### src/hdl/laser_cfg_pkg.sv
// constants, field layouts and carrier types of the laser driver configuration bank
// assumes a single 25 MHz clock and a serial write port of 3 address plus 8 data bits
// Behaviour
// - laser output only while enable bit is 1; clearing it clears a latched fault
// - polarity bit: 1 cathode to supply, 0 anode to ground
// - range bit: 1 high range 2.5 uA steps, 0 low range 0.5 uA steps
// - open-loop bit: 1 direct bias control, 0 closed-loop power control
// - fault detection enable bit: 1 on, 0 off
// - modulation range bit: 1 gives 0-40 mA, 0 gives 0-20 mA
// - equalizer bit inverted: 1 disables equalizer, 0 enables it
// - wide modulation range: 156 uA per code step
// - narrow modulation range: 78 uA per code step
// - bias code fills all eight bits at address 2, bit 7 most significant
// - equalizer code fills all eight bits at address 3, bit 7 most significant
// - closed loop low range: 0.5 uA times ratio times code, at most 20 mA
// - closed loop high range: 2.5 uA times ratio times code, at most 20 mA
// - open loop: bias equals 75 uA times the bias code
// - disabled equalizer is bypassed, adjustment code has no effect
// - enabled equalizer: code zero is strongest, higher codes weaker
// - enabled equalizer: code all ones is weakest
// - reset clears every configuration register to zero
// - on stop, received data goes to the register the address selects
// - open-loop bit at bit 4, equalizer disable bit at bit 1
// - enabled fault zeroes bias and modulation codes and latches fault output

package laser_cfg_pkg;

    localparam int ADDR_W     = 3;
    localparam int DATA_W     = 8;
    localparam int FRAME_BITS = ADDR_W + DATA_W;
    localparam int CUR_W      = 26;

    // register addresses
    localparam logic [ADDR_W-1:0] ADDR_CTRL = 3'h0;
    localparam logic [ADDR_W-1:0] ADDR_MOD  = 3'h1;
    localparam logic [ADDR_W-1:0] ADDR_BIAS = 3'h2;
    localparam logic [ADDR_W-1:0] ADDR_EQ   = 3'h3;
    localparam logic [ADDR_W-1:0] ADDR_LAST = 3'h3;

    localparam logic [DATA_W-1:0] REG_RESET = 8'h00;

    // control register fields
    localparam int EN_BIT   = 7;
    localparam int POL_BIT  = 6;
    localparam int RNG_BIT  = 5;
    localparam int OPEN_BIT = 4;
    localparam int FDET_BIT = 3;
    localparam int MRNG_BIT = 2;
    localparam int EQD_BIT  = 1;

    // current scaling, nanoamps
    localparam int COUPLING_RATIO = 30;
    localparam int PD_STEP_LO_NA  = 500;
    localparam int PD_STEP_HI_NA  = 2500;
    localparam int OPEN_STEP_NA   = 75000;
    localparam int MOD_STEP_HI_NA = 156000;
    localparam int MOD_STEP_LO_NA = 78000;
    localparam logic [CUR_W-1:0] BIAS_LIMIT_NA = 26'd20000000;

    typedef struct packed {
        logic [DATA_W-1:0] ctrl;
        logic [DATA_W-1:0] modCode;
        logic [DATA_W-1:0] biasCode;
        logic [DATA_W-1:0] equalizer_adjust_code;
    } cfg_regs_s;

    typedef struct packed {
        logic              stb;
        logic [ADDR_W-1:0] addr;
        logic [DATA_W-1:0] data;
    } wr_req_s;

    typedef struct packed {
        logic              laserEnable;
        logic              faultOutput;
        logic              monitorPolarity;
        logic              monitorRangeHigh;
        logic              openLoop;
        logic              faultDetectOn;
        logic              modRangeHigh;
        logic              eqBypass;
        logic [DATA_W-1:0] modCode;
        logic [DATA_W-1:0] biasCode;
        logic [DATA_W-1:0] eqStrength;
        logic [CUR_W-1:0]  modCurrentNa;
        logic [CUR_W-1:0]  biasCurrentNa;
    } drive_s;

endpackage : laser_cfg_pkg

### src/hdl/laser_driver_control_registers.sv
// configuration bank of the laser driver and the codes it hands to the DACs
// assumes fault and disable levels come from analog/pin domains and are synchronised here
`timescale 1ns/1ps
`default_nettype none

module laser_driver_control_registers #(
    parameter int COUPLING_RATIO = laser_cfg_pkg::COUPLING_RATIO
) (
    // clock and reset
    input  wire logic                  mclk,
    input  wire logic                  sys_rst,
    // serial write port
    input  wire logic                  sck,
    input  wire logic                  sda,
    // laser safety inputs
    input  wire logic                  disablePin,
    input  wire logic                  faultDetected,
    // drive to DACs, equalizer and fault pin
    output laser_cfg_pkg::drive_s      drive
);

    ////////////////////////////////////////////////////////////////////////////////

    typedef struct packed {
        laser_cfg_pkg::cfg_regs_s regs;
        logic [1:0]               disableSync;
        logic [1:0]               faultSync;
        logic                     faultLatched;
        laser_cfg_pkg::drive_s    drv;
    } ctl_state_s;

    ctl_state_s             st_q;
    ctl_state_s             st_d;
    laser_cfg_pkg::wr_req_s wrReq;

    two_wire_rx u_rx (
        .mclk    (mclk),
        .sys_rst (sys_rst),
        .sck     (sck),
        .sda     (sda),
        .wrReq   (wrReq)
    );

    ////////////////////////////////////////////////////////////////////////////////

    logic              enableBit;
    logic              disableActive;
    logic              chipOn;
    logic [laser_cfg_pkg::DATA_W-1:0] biasEff;
    logic [laser_cfg_pkg::DATA_W-1:0] modEff;
    logic [laser_cfg_pkg::CUR_W-1:0]  biasStep;
    logic [laser_cfg_pkg::CUR_W-1:0]  modStep;
    logic [laser_cfg_pkg::CUR_W-1:0]  biasRaw;

    assign enableBit     = st_q.regs.ctrl[laser_cfg_pkg::EN_BIT];
    assign disableActive = st_q.disableSync[1];
    assign chipOn        = enableBit && !disableActive;

    // a latched fault forces both current codes to zero
    assign biasEff = st_q.faultLatched ? '0 : st_q.regs.biasCode;
    assign modEff  = st_q.faultLatched ? '0 : st_q.regs.modCode;

    always_comb begin
        if (st_q.regs.ctrl[laser_cfg_pkg::OPEN_BIT]) begin
            biasStep = laser_cfg_pkg::CUR_W'(laser_cfg_pkg::OPEN_STEP_NA);
        end else if (st_q.regs.ctrl[laser_cfg_pkg::RNG_BIT]) begin
            biasStep = laser_cfg_pkg::CUR_W'(laser_cfg_pkg::PD_STEP_HI_NA * COUPLING_RATIO);
        end else begin
            biasStep = laser_cfg_pkg::CUR_W'(laser_cfg_pkg::PD_STEP_LO_NA * COUPLING_RATIO);
        end
        if (st_q.regs.ctrl[laser_cfg_pkg::MRNG_BIT]) begin
            modStep = laser_cfg_pkg::CUR_W'(laser_cfg_pkg::MOD_STEP_HI_NA);
        end else begin
            modStep = laser_cfg_pkg::CUR_W'(laser_cfg_pkg::MOD_STEP_LO_NA);
        end
    end

    assign biasRaw = laser_cfg_pkg::CUR_W'(biasStep * biasEff);

    ////////////////////////////////////////////////////////////////////////////////

    always_comb begin
        st_d         = st_q;
        st_d.disableSync = {st_q.disableSync[0], disablePin};
        st_d.faultSync   = {st_q.faultSync[0], faultDetected};

        // writes beyond the last implemented address fall through untouched
        if (wrReq.stb && wrReq.addr <= laser_cfg_pkg::ADDR_LAST) begin
            unique case (wrReq.addr)
                laser_cfg_pkg::ADDR_CTRL: st_d.regs.ctrl     = wrReq.data;
                laser_cfg_pkg::ADDR_MOD:  st_d.regs.modCode  = wrReq.data;
                laser_cfg_pkg::ADDR_BIAS: st_d.regs.biasCode = wrReq.data;
                default:                  st_d.regs.equalizer_adjust_code    = wrReq.data;
            endcase
        end

        // disabling clears the latch; a fault still present sets it again once re-enabled
        if (!chipOn) begin
            st_d.faultLatched = 1'b0;
        end else if (st_q.regs.ctrl[laser_cfg_pkg::FDET_BIT] && st_q.faultSync[1]) begin
            st_d.faultLatched = 1'b1;
        end

        st_d.drv.laserEnable      = chipOn && !st_q.faultLatched;
        st_d.drv.faultOutput      = st_q.faultLatched;
        st_d.drv.monitorPolarity  = st_q.regs.ctrl[laser_cfg_pkg::POL_BIT];
        st_d.drv.monitorRangeHigh = st_q.regs.ctrl[laser_cfg_pkg::RNG_BIT];
        st_d.drv.openLoop         = st_q.regs.ctrl[laser_cfg_pkg::OPEN_BIT];
        st_d.drv.faultDetectOn    = st_q.regs.ctrl[laser_cfg_pkg::FDET_BIT];
        st_d.drv.modRangeHigh     = st_q.regs.ctrl[laser_cfg_pkg::MRNG_BIT];
        st_d.drv.eqBypass         = st_q.regs.ctrl[laser_cfg_pkg::EQD_BIT];
        st_d.drv.modCode          = modEff;
        st_d.drv.biasCode         = biasEff;
        // strength rises as the code falls; bypass leaves the code without effect
        st_d.drv.eqStrength       = st_q.regs.ctrl[laser_cfg_pkg::EQD_BIT]
                                    ? '0 : ~st_q.regs.equalizer_adjust_code;
        st_d.drv.modCurrentNa     = laser_cfg_pkg::CUR_W'(modStep * modEff);
        if (!st_q.regs.ctrl[laser_cfg_pkg::OPEN_BIT] && biasRaw > laser_cfg_pkg::BIAS_LIMIT_NA) begin
            st_d.drv.biasCurrentNa = laser_cfg_pkg::BIAS_LIMIT_NA;
        end else begin
            st_d.drv.biasCurrentNa = biasRaw;
        end
    end

    always_ff @(posedge mclk) begin
        if (sys_rst) begin
            st_q           <= '0;
            st_q.regs.ctrl <= laser_cfg_pkg::REG_RESET;
            st_q.regs.modCode  <= laser_cfg_pkg::REG_RESET;
            st_q.regs.biasCode <= laser_cfg_pkg::REG_RESET;
            st_q.regs.equalizer_adjust_code    <= laser_cfg_pkg::REG_RESET;
        end else begin
            st_q <= st_d;
        end
    end

    assign drive = st_q.drv;
endmodule : laser_driver_control_registers

`default_nettype wire

### src/hdl/two_wire_rx.sv
// serial write receiver: start, 3 address bits, 8 data bits, stop
// assumes sck and sda arrive from pins asynchronous to mclk, slow against 40 ns
`timescale 1ns/1ps
`default_nettype none

module two_wire_rx (
    // clock and reset
    input  wire logic                  mclk,
    input  wire logic                  sys_rst,
    // serial pins
    input  wire logic                  sck,
    input  wire logic                  sda,
    // completed write, one-cycle strobe
    output laser_cfg_pkg::wr_req_s     wrReq
);

    typedef struct packed {
        logic [1:0]                           sckSync;
        logic [1:0]                           sdaSync;
        logic                                 sckPrev;
        logic                                 sdaPrev;
        logic                                 active;
        logic [3:0]                           bitCnt;
        logic [laser_cfg_pkg::FRAME_BITS-1:0] shift;
        laser_cfg_pkg::wr_req_s               req;
    } rx_state_s;

    rx_state_s st_q;
    rx_state_s st_d;
    logic      sckNow;
    logic      sdaNow;

    assign sckNow = st_q.sckSync[1];
    assign sdaNow = st_q.sdaSync[1];

    always_comb begin
        st_d            = st_q;
        st_d.sckSync    = {st_q.sckSync[0], sck};
        st_d.sdaSync    = {st_q.sdaSync[0], sda};
        st_d.sckPrev    = sckNow;
        st_d.sdaPrev    = sdaNow;
        st_d.req.stb    = 1'b0;
        if (sckNow && st_q.sckPrev && st_q.sdaPrev && !sdaNow) begin
            // start, also restarts an unfinished frame
            st_d.active = 1'b1;
            st_d.bitCnt = '0;
        end else if (sckNow && st_q.sckPrev && !st_q.sdaPrev && sdaNow) begin
            // stop: only a complete frame is written
            st_d.active = 1'b0;
            // the stop's own clock rise is counted, so a complete frame ends one past
            if (st_q.active && st_q.bitCnt == 4'(laser_cfg_pkg::FRAME_BITS + 1)) begin
                st_d.req.stb  = 1'b1;
                st_d.req.addr = st_q.shift[laser_cfg_pkg::FRAME_BITS-1:laser_cfg_pkg::DATA_W];
                st_d.req.data = st_q.shift[laser_cfg_pkg::DATA_W-1:0];
            end
        end else if (st_q.active && sckNow && !st_q.sckPrev) begin
            // the rise that precedes the stop carries no bit and must not shift
            if (st_q.bitCnt < 4'(laser_cfg_pkg::FRAME_BITS)) begin
                st_d.shift = {st_q.shift[laser_cfg_pkg::FRAME_BITS-2:0], sdaNow};
            end
            // saturate beyond a complete frame so over-long frames are refused
            if (st_q.bitCnt != 4'(laser_cfg_pkg::FRAME_BITS + 2)) begin
                st_d.bitCnt = st_q.bitCnt + 4'h1;
            end
        end
    end

    always_ff @(posedge mclk) begin
        if (sys_rst) begin
            st_q         <= '0;
            st_q.sckSync <= 2'h3;
            st_q.sdaSync <= 2'h3;
            st_q.sckPrev <= 1'b1;
            st_q.sdaPrev <= 1'b1;
        end else begin
            st_q <= st_d;
        end
    end

    assign wrReq = st_q.req;

endmodule : two_wire_rx

`default_nettype wire

### config.mk
export PLATFORM = sky130hd
export DESIGN_NAME = laser_driver_control_registers
export DESIGN_NICKNAME = d
export VERILOG_FILES = /design/src/hdl/laser_cfg_pkg.sv /design/src/hdl/laser_driver_control_registers.sv /design/src/hdl/two_wire_rx.sv
export SDC_FILE = /design/constraint.sdc
export NUM_CORES = 1
export LEC_CHECK = 0
export ABC_CLOCK_PERIOD_IN_PS = 5900
export BUFFER_PORTS_ARGS = -buffer_cell sky130_fd_sc_hd__buf_2
export CAP_MARGIN = 20
export CORE_ASPECT_RATIO = 1.75
export CORE_MARGIN = 5
export CORE_UTILIZATION = 55
export DETAILED_ROUTE_END_ITERATION = 10
export PLACE_DENSITY = 0.88
export SYNTH_ARGS = -nofsm -noshare
export SYNTH_HDL_FRONTEND = slang
export SYNTH_SLANG_ARGS = --single-unit
### constraint.sdc
create_clock -name mclk -period 5.9 [get_ports mclk]
set_input_delay 1.18 -clock mclk [delete_from_list [all_inputs] [get_ports mclk]]
set_output_delay 1.18 -clock mclk [all_outputs]
set_load 0.005 [all_outputs]
==> impl_metrics.yaml <==
synthesis:
  synth-async-reset-ratio: 0
  yosysWarningCount: 0
  syn_area_sq_um: 10490
  synth-seq-cells: 146
  yosysSeqAreaShare: 0.2787
  synth_flop_cell: "dfxtp_1"
  synth_edf_count: 0
  ys_types: 71
  syn_avg_cell_area_sq_um: 9.072
  postSynthCellCount: 1156
run:
  max-cap-violations: 0
critical_path:
  slowest_stage: "fa_1"
  worstPathCellList: "buf_4 -> nand2b_1 -> inv_2 -> nand2_1 -> fa_1 -> fa_1 -> inv_1 -> fa_1 -> inv_1 -> fa_1 -> inv_1 -> ha_1 -> a21o_1 -> or3_4 -> o21ai_4 -> buf_4 -> o21ai_0 -> xnor2_1 -> buf_4 -> a311oi_2 -> buf_4 -> o211ai_2 -> and4_1"
  critPathMaxFanout: 12
  crit_path_end_kind: "register"
  startpoint: "st_d[82]"
  critPathMaxStageDelay_ps: 550
  cp-start-kind: "register"
  timing.rr.start: "st_d[82]"
  r2r_cells: 23
  worstPathArrival_ps: 6000
  r2r_end: "drive[6]"
  crit_type: "reg -> reg"
  r2r_slack_ps: 210
  cp_data_required_time_ps: 6210
layout:
  nets: 1370
  antenna_cells: 0
  layout_common_cells: "inv_1 (164), dfxtp_1 (145), nor2_1 (117), ha_1 (109), fa_1 (83)"
  syn_to_final_growth_pct: 7.481
  multi_input_area_sq_um: 6266
  drive_above_1_share: 0.1570
  final_common_cell: "inv_1"
  fill_cells: 1532
  seq_area_sq_um: 2924
  fin_cells: 1423
global_routing:
  grt_max_degree: 84
  grt_pass1_wl_mm: 37.54
  grt_pass1_vias: 7997
  overflow: 0
  grt_use_total: 0.2175
  antenna_found_initial: 0
detailed_routing:
  top_layer: "met4"
  wl_met1_mm: 7.477
  viasPerCell: 5.462
  dr.pass1.iters: 5
  drc: 0
  ant_nets: 0
  dr_wl_met2_mm: 13.73
  wl_per_cell_microns: 16.52
  drt_wl_total_mm: 23.50
  wl_met3_microns: 784
  vias: 7772
  drt_iter0_markers: 444
clocking:
  clkTransAtPathRegs_ps: 60
  cts_tree: "done"
  cts.sinks: 146
  cts_root_buffer: "clkbuf_16"
  htree_levels: 4
  clk_latency_ps: 430
  cts_buffer_depth: 2
  numCtsBuffers: 17
sta:
  max_freq_ghz: 0.1759
  finalCriticalPeriod_ps: 5685
  slew_violations: 0
  relSlewSlack: 0.4721
  finalHoldViolCount: 0
  timing.final.crit_share: 0.9636
  finalSetupViolCount: 0
  clock_skew_ps: 12.37
  worstMarginPinSlew_ps: 791.9
power:
  power_leakage_nw: 6.130
  p_per_area_nw_per_um2: 186.3
  ir_worst_vdd_v: 0.0002006
  p_total_w: 0.002100
min_path:
  hold_class: "reg -> reg"
  hold_end: "drive[59]"
  hold_start: "st_q[96]"
  holdPathStages: 1
floorplanning:
  num_rows: 66
  coreArea_sq_um: 18660
  io_pins: 90
  die_h_microns: 192.7
  dieArea_sq_um: 22040
  start_util: 0.5619
  die_w_microns: 114.4
placed_design:
  place_inst: 1387
  place_congestion: 0.9482
  post-dp-hpwl_mm: 18.62
  portBuffers: 81
status:
  run_status: "completed"
metrics by stage:
step	util	setup WS [ps]	cell area [sq um]	hold slack (ps)	TNS (ps)
4_1_cts	0.5984	48.08	11170	409.1	0
3_5_place_dp	0.5679	73.84	10600	405.1	0
3_3_place_gp	0.5679	158.9	10600	404.5	0
2_1_floorplan	-	265.1	10540	389.5	0
5_1_grt	0.6040	-33.22	11270	433.0	-139.9
6_report	0.6040	214.8	11270	409.4	0
worst max path at each step:
| stage | to |
|---|---|
| final | drive[6] |
| after global routing | drive[4] |
| after CTS | drive[4] |
| after detailed placement | drive[4] |
| after global placement | drive[5] |
| after floorplan | drive[8] |
registers in the layout, indices dropped and copies added, names as in the netlist:
signal,count
u_rx.st_d,2
drive,76
st_q,25
u_rx.st_q,18
disableActive,1
u_rx.sdaNow,1
enableBit,1
st_d,9
u_rx.wrReq,12
u_rx.sckNow,1
cells by family after synthesis:
| family | synth area share |
|---|---|
| AOI/OAI and AO/OA | 0.09521 |
| xor gates and xnor gates | 0.02422 |
| adders and majority gates | 0.2885 |
| buffers and inverters | 0.1368 |
| DFF | 0.2787 |
| muxes | 0.02899 |
| other | 0.0007161 |
| and+or+nand+nor | 0.1469 |
cell usage after synthesis, types with 24 or more instances:
cell type | n | share of area
a21oi_1 | 46 | 0.022
buf_4 | 85 | 0.061
clkbuf_1 | 31 | 0.011
dfxtp_1 | 146 | 0.28
fa_1 | 83 | 0.16
ha_1 | 109 | 0.13
inv_1 | 166 | 0.059
mux2i_1 | 29 | 0.028
nand2_1 | 83 | 0.030
nand2b_1 | 25 | 0.015
nor2_1 | 120 | 0.043
o21ai_0 | 24 | 0.011
per-layer routing:
layer | vias to the layer above | GRT usage
met5 | - | 0
met4 | 0 | 0.1454
met3 | 88 | 0.02981
met2 | 234 | 0.4336
met1 | 3799 | 0.1942
li1 | 3651 | -
critical path: cells and delay by family (launching register included):
kind	cells	cell delay [ps]
flops	1	340
simple gates	4	880
fa+ha+maj	5	2320
xor+xnor	1	160
compound gates	5	860
buf+inv	8	1010
final cells by class:
type / count / area share
Clock buffer: 20 / 0.03963
Sequential cell: 146 / 0.2594
Inverter: 167 / 0.05561
Clock inverter: 12 / 0.01088
Timing Repair Buffer: 105 / 0.05217
Tap cell: 238 / 0.02642
Multi-Input combinational cell: 735 / 0.5559
repair_timing:
item / CTS / global route
resized for setup: 0 / 22
buffers inserted: 0 / 3
endpoints found under the setup margin: 0 / 19
hold buffers: 0 / 0
where the power goes:
group	internal (W)	switching (W)
logic	0.0000186	0.0000352
registers	0.000996	0.00000292
clock network	0.000601	0.000448
No activity file was read; power rests on OpenSTA's default activity.
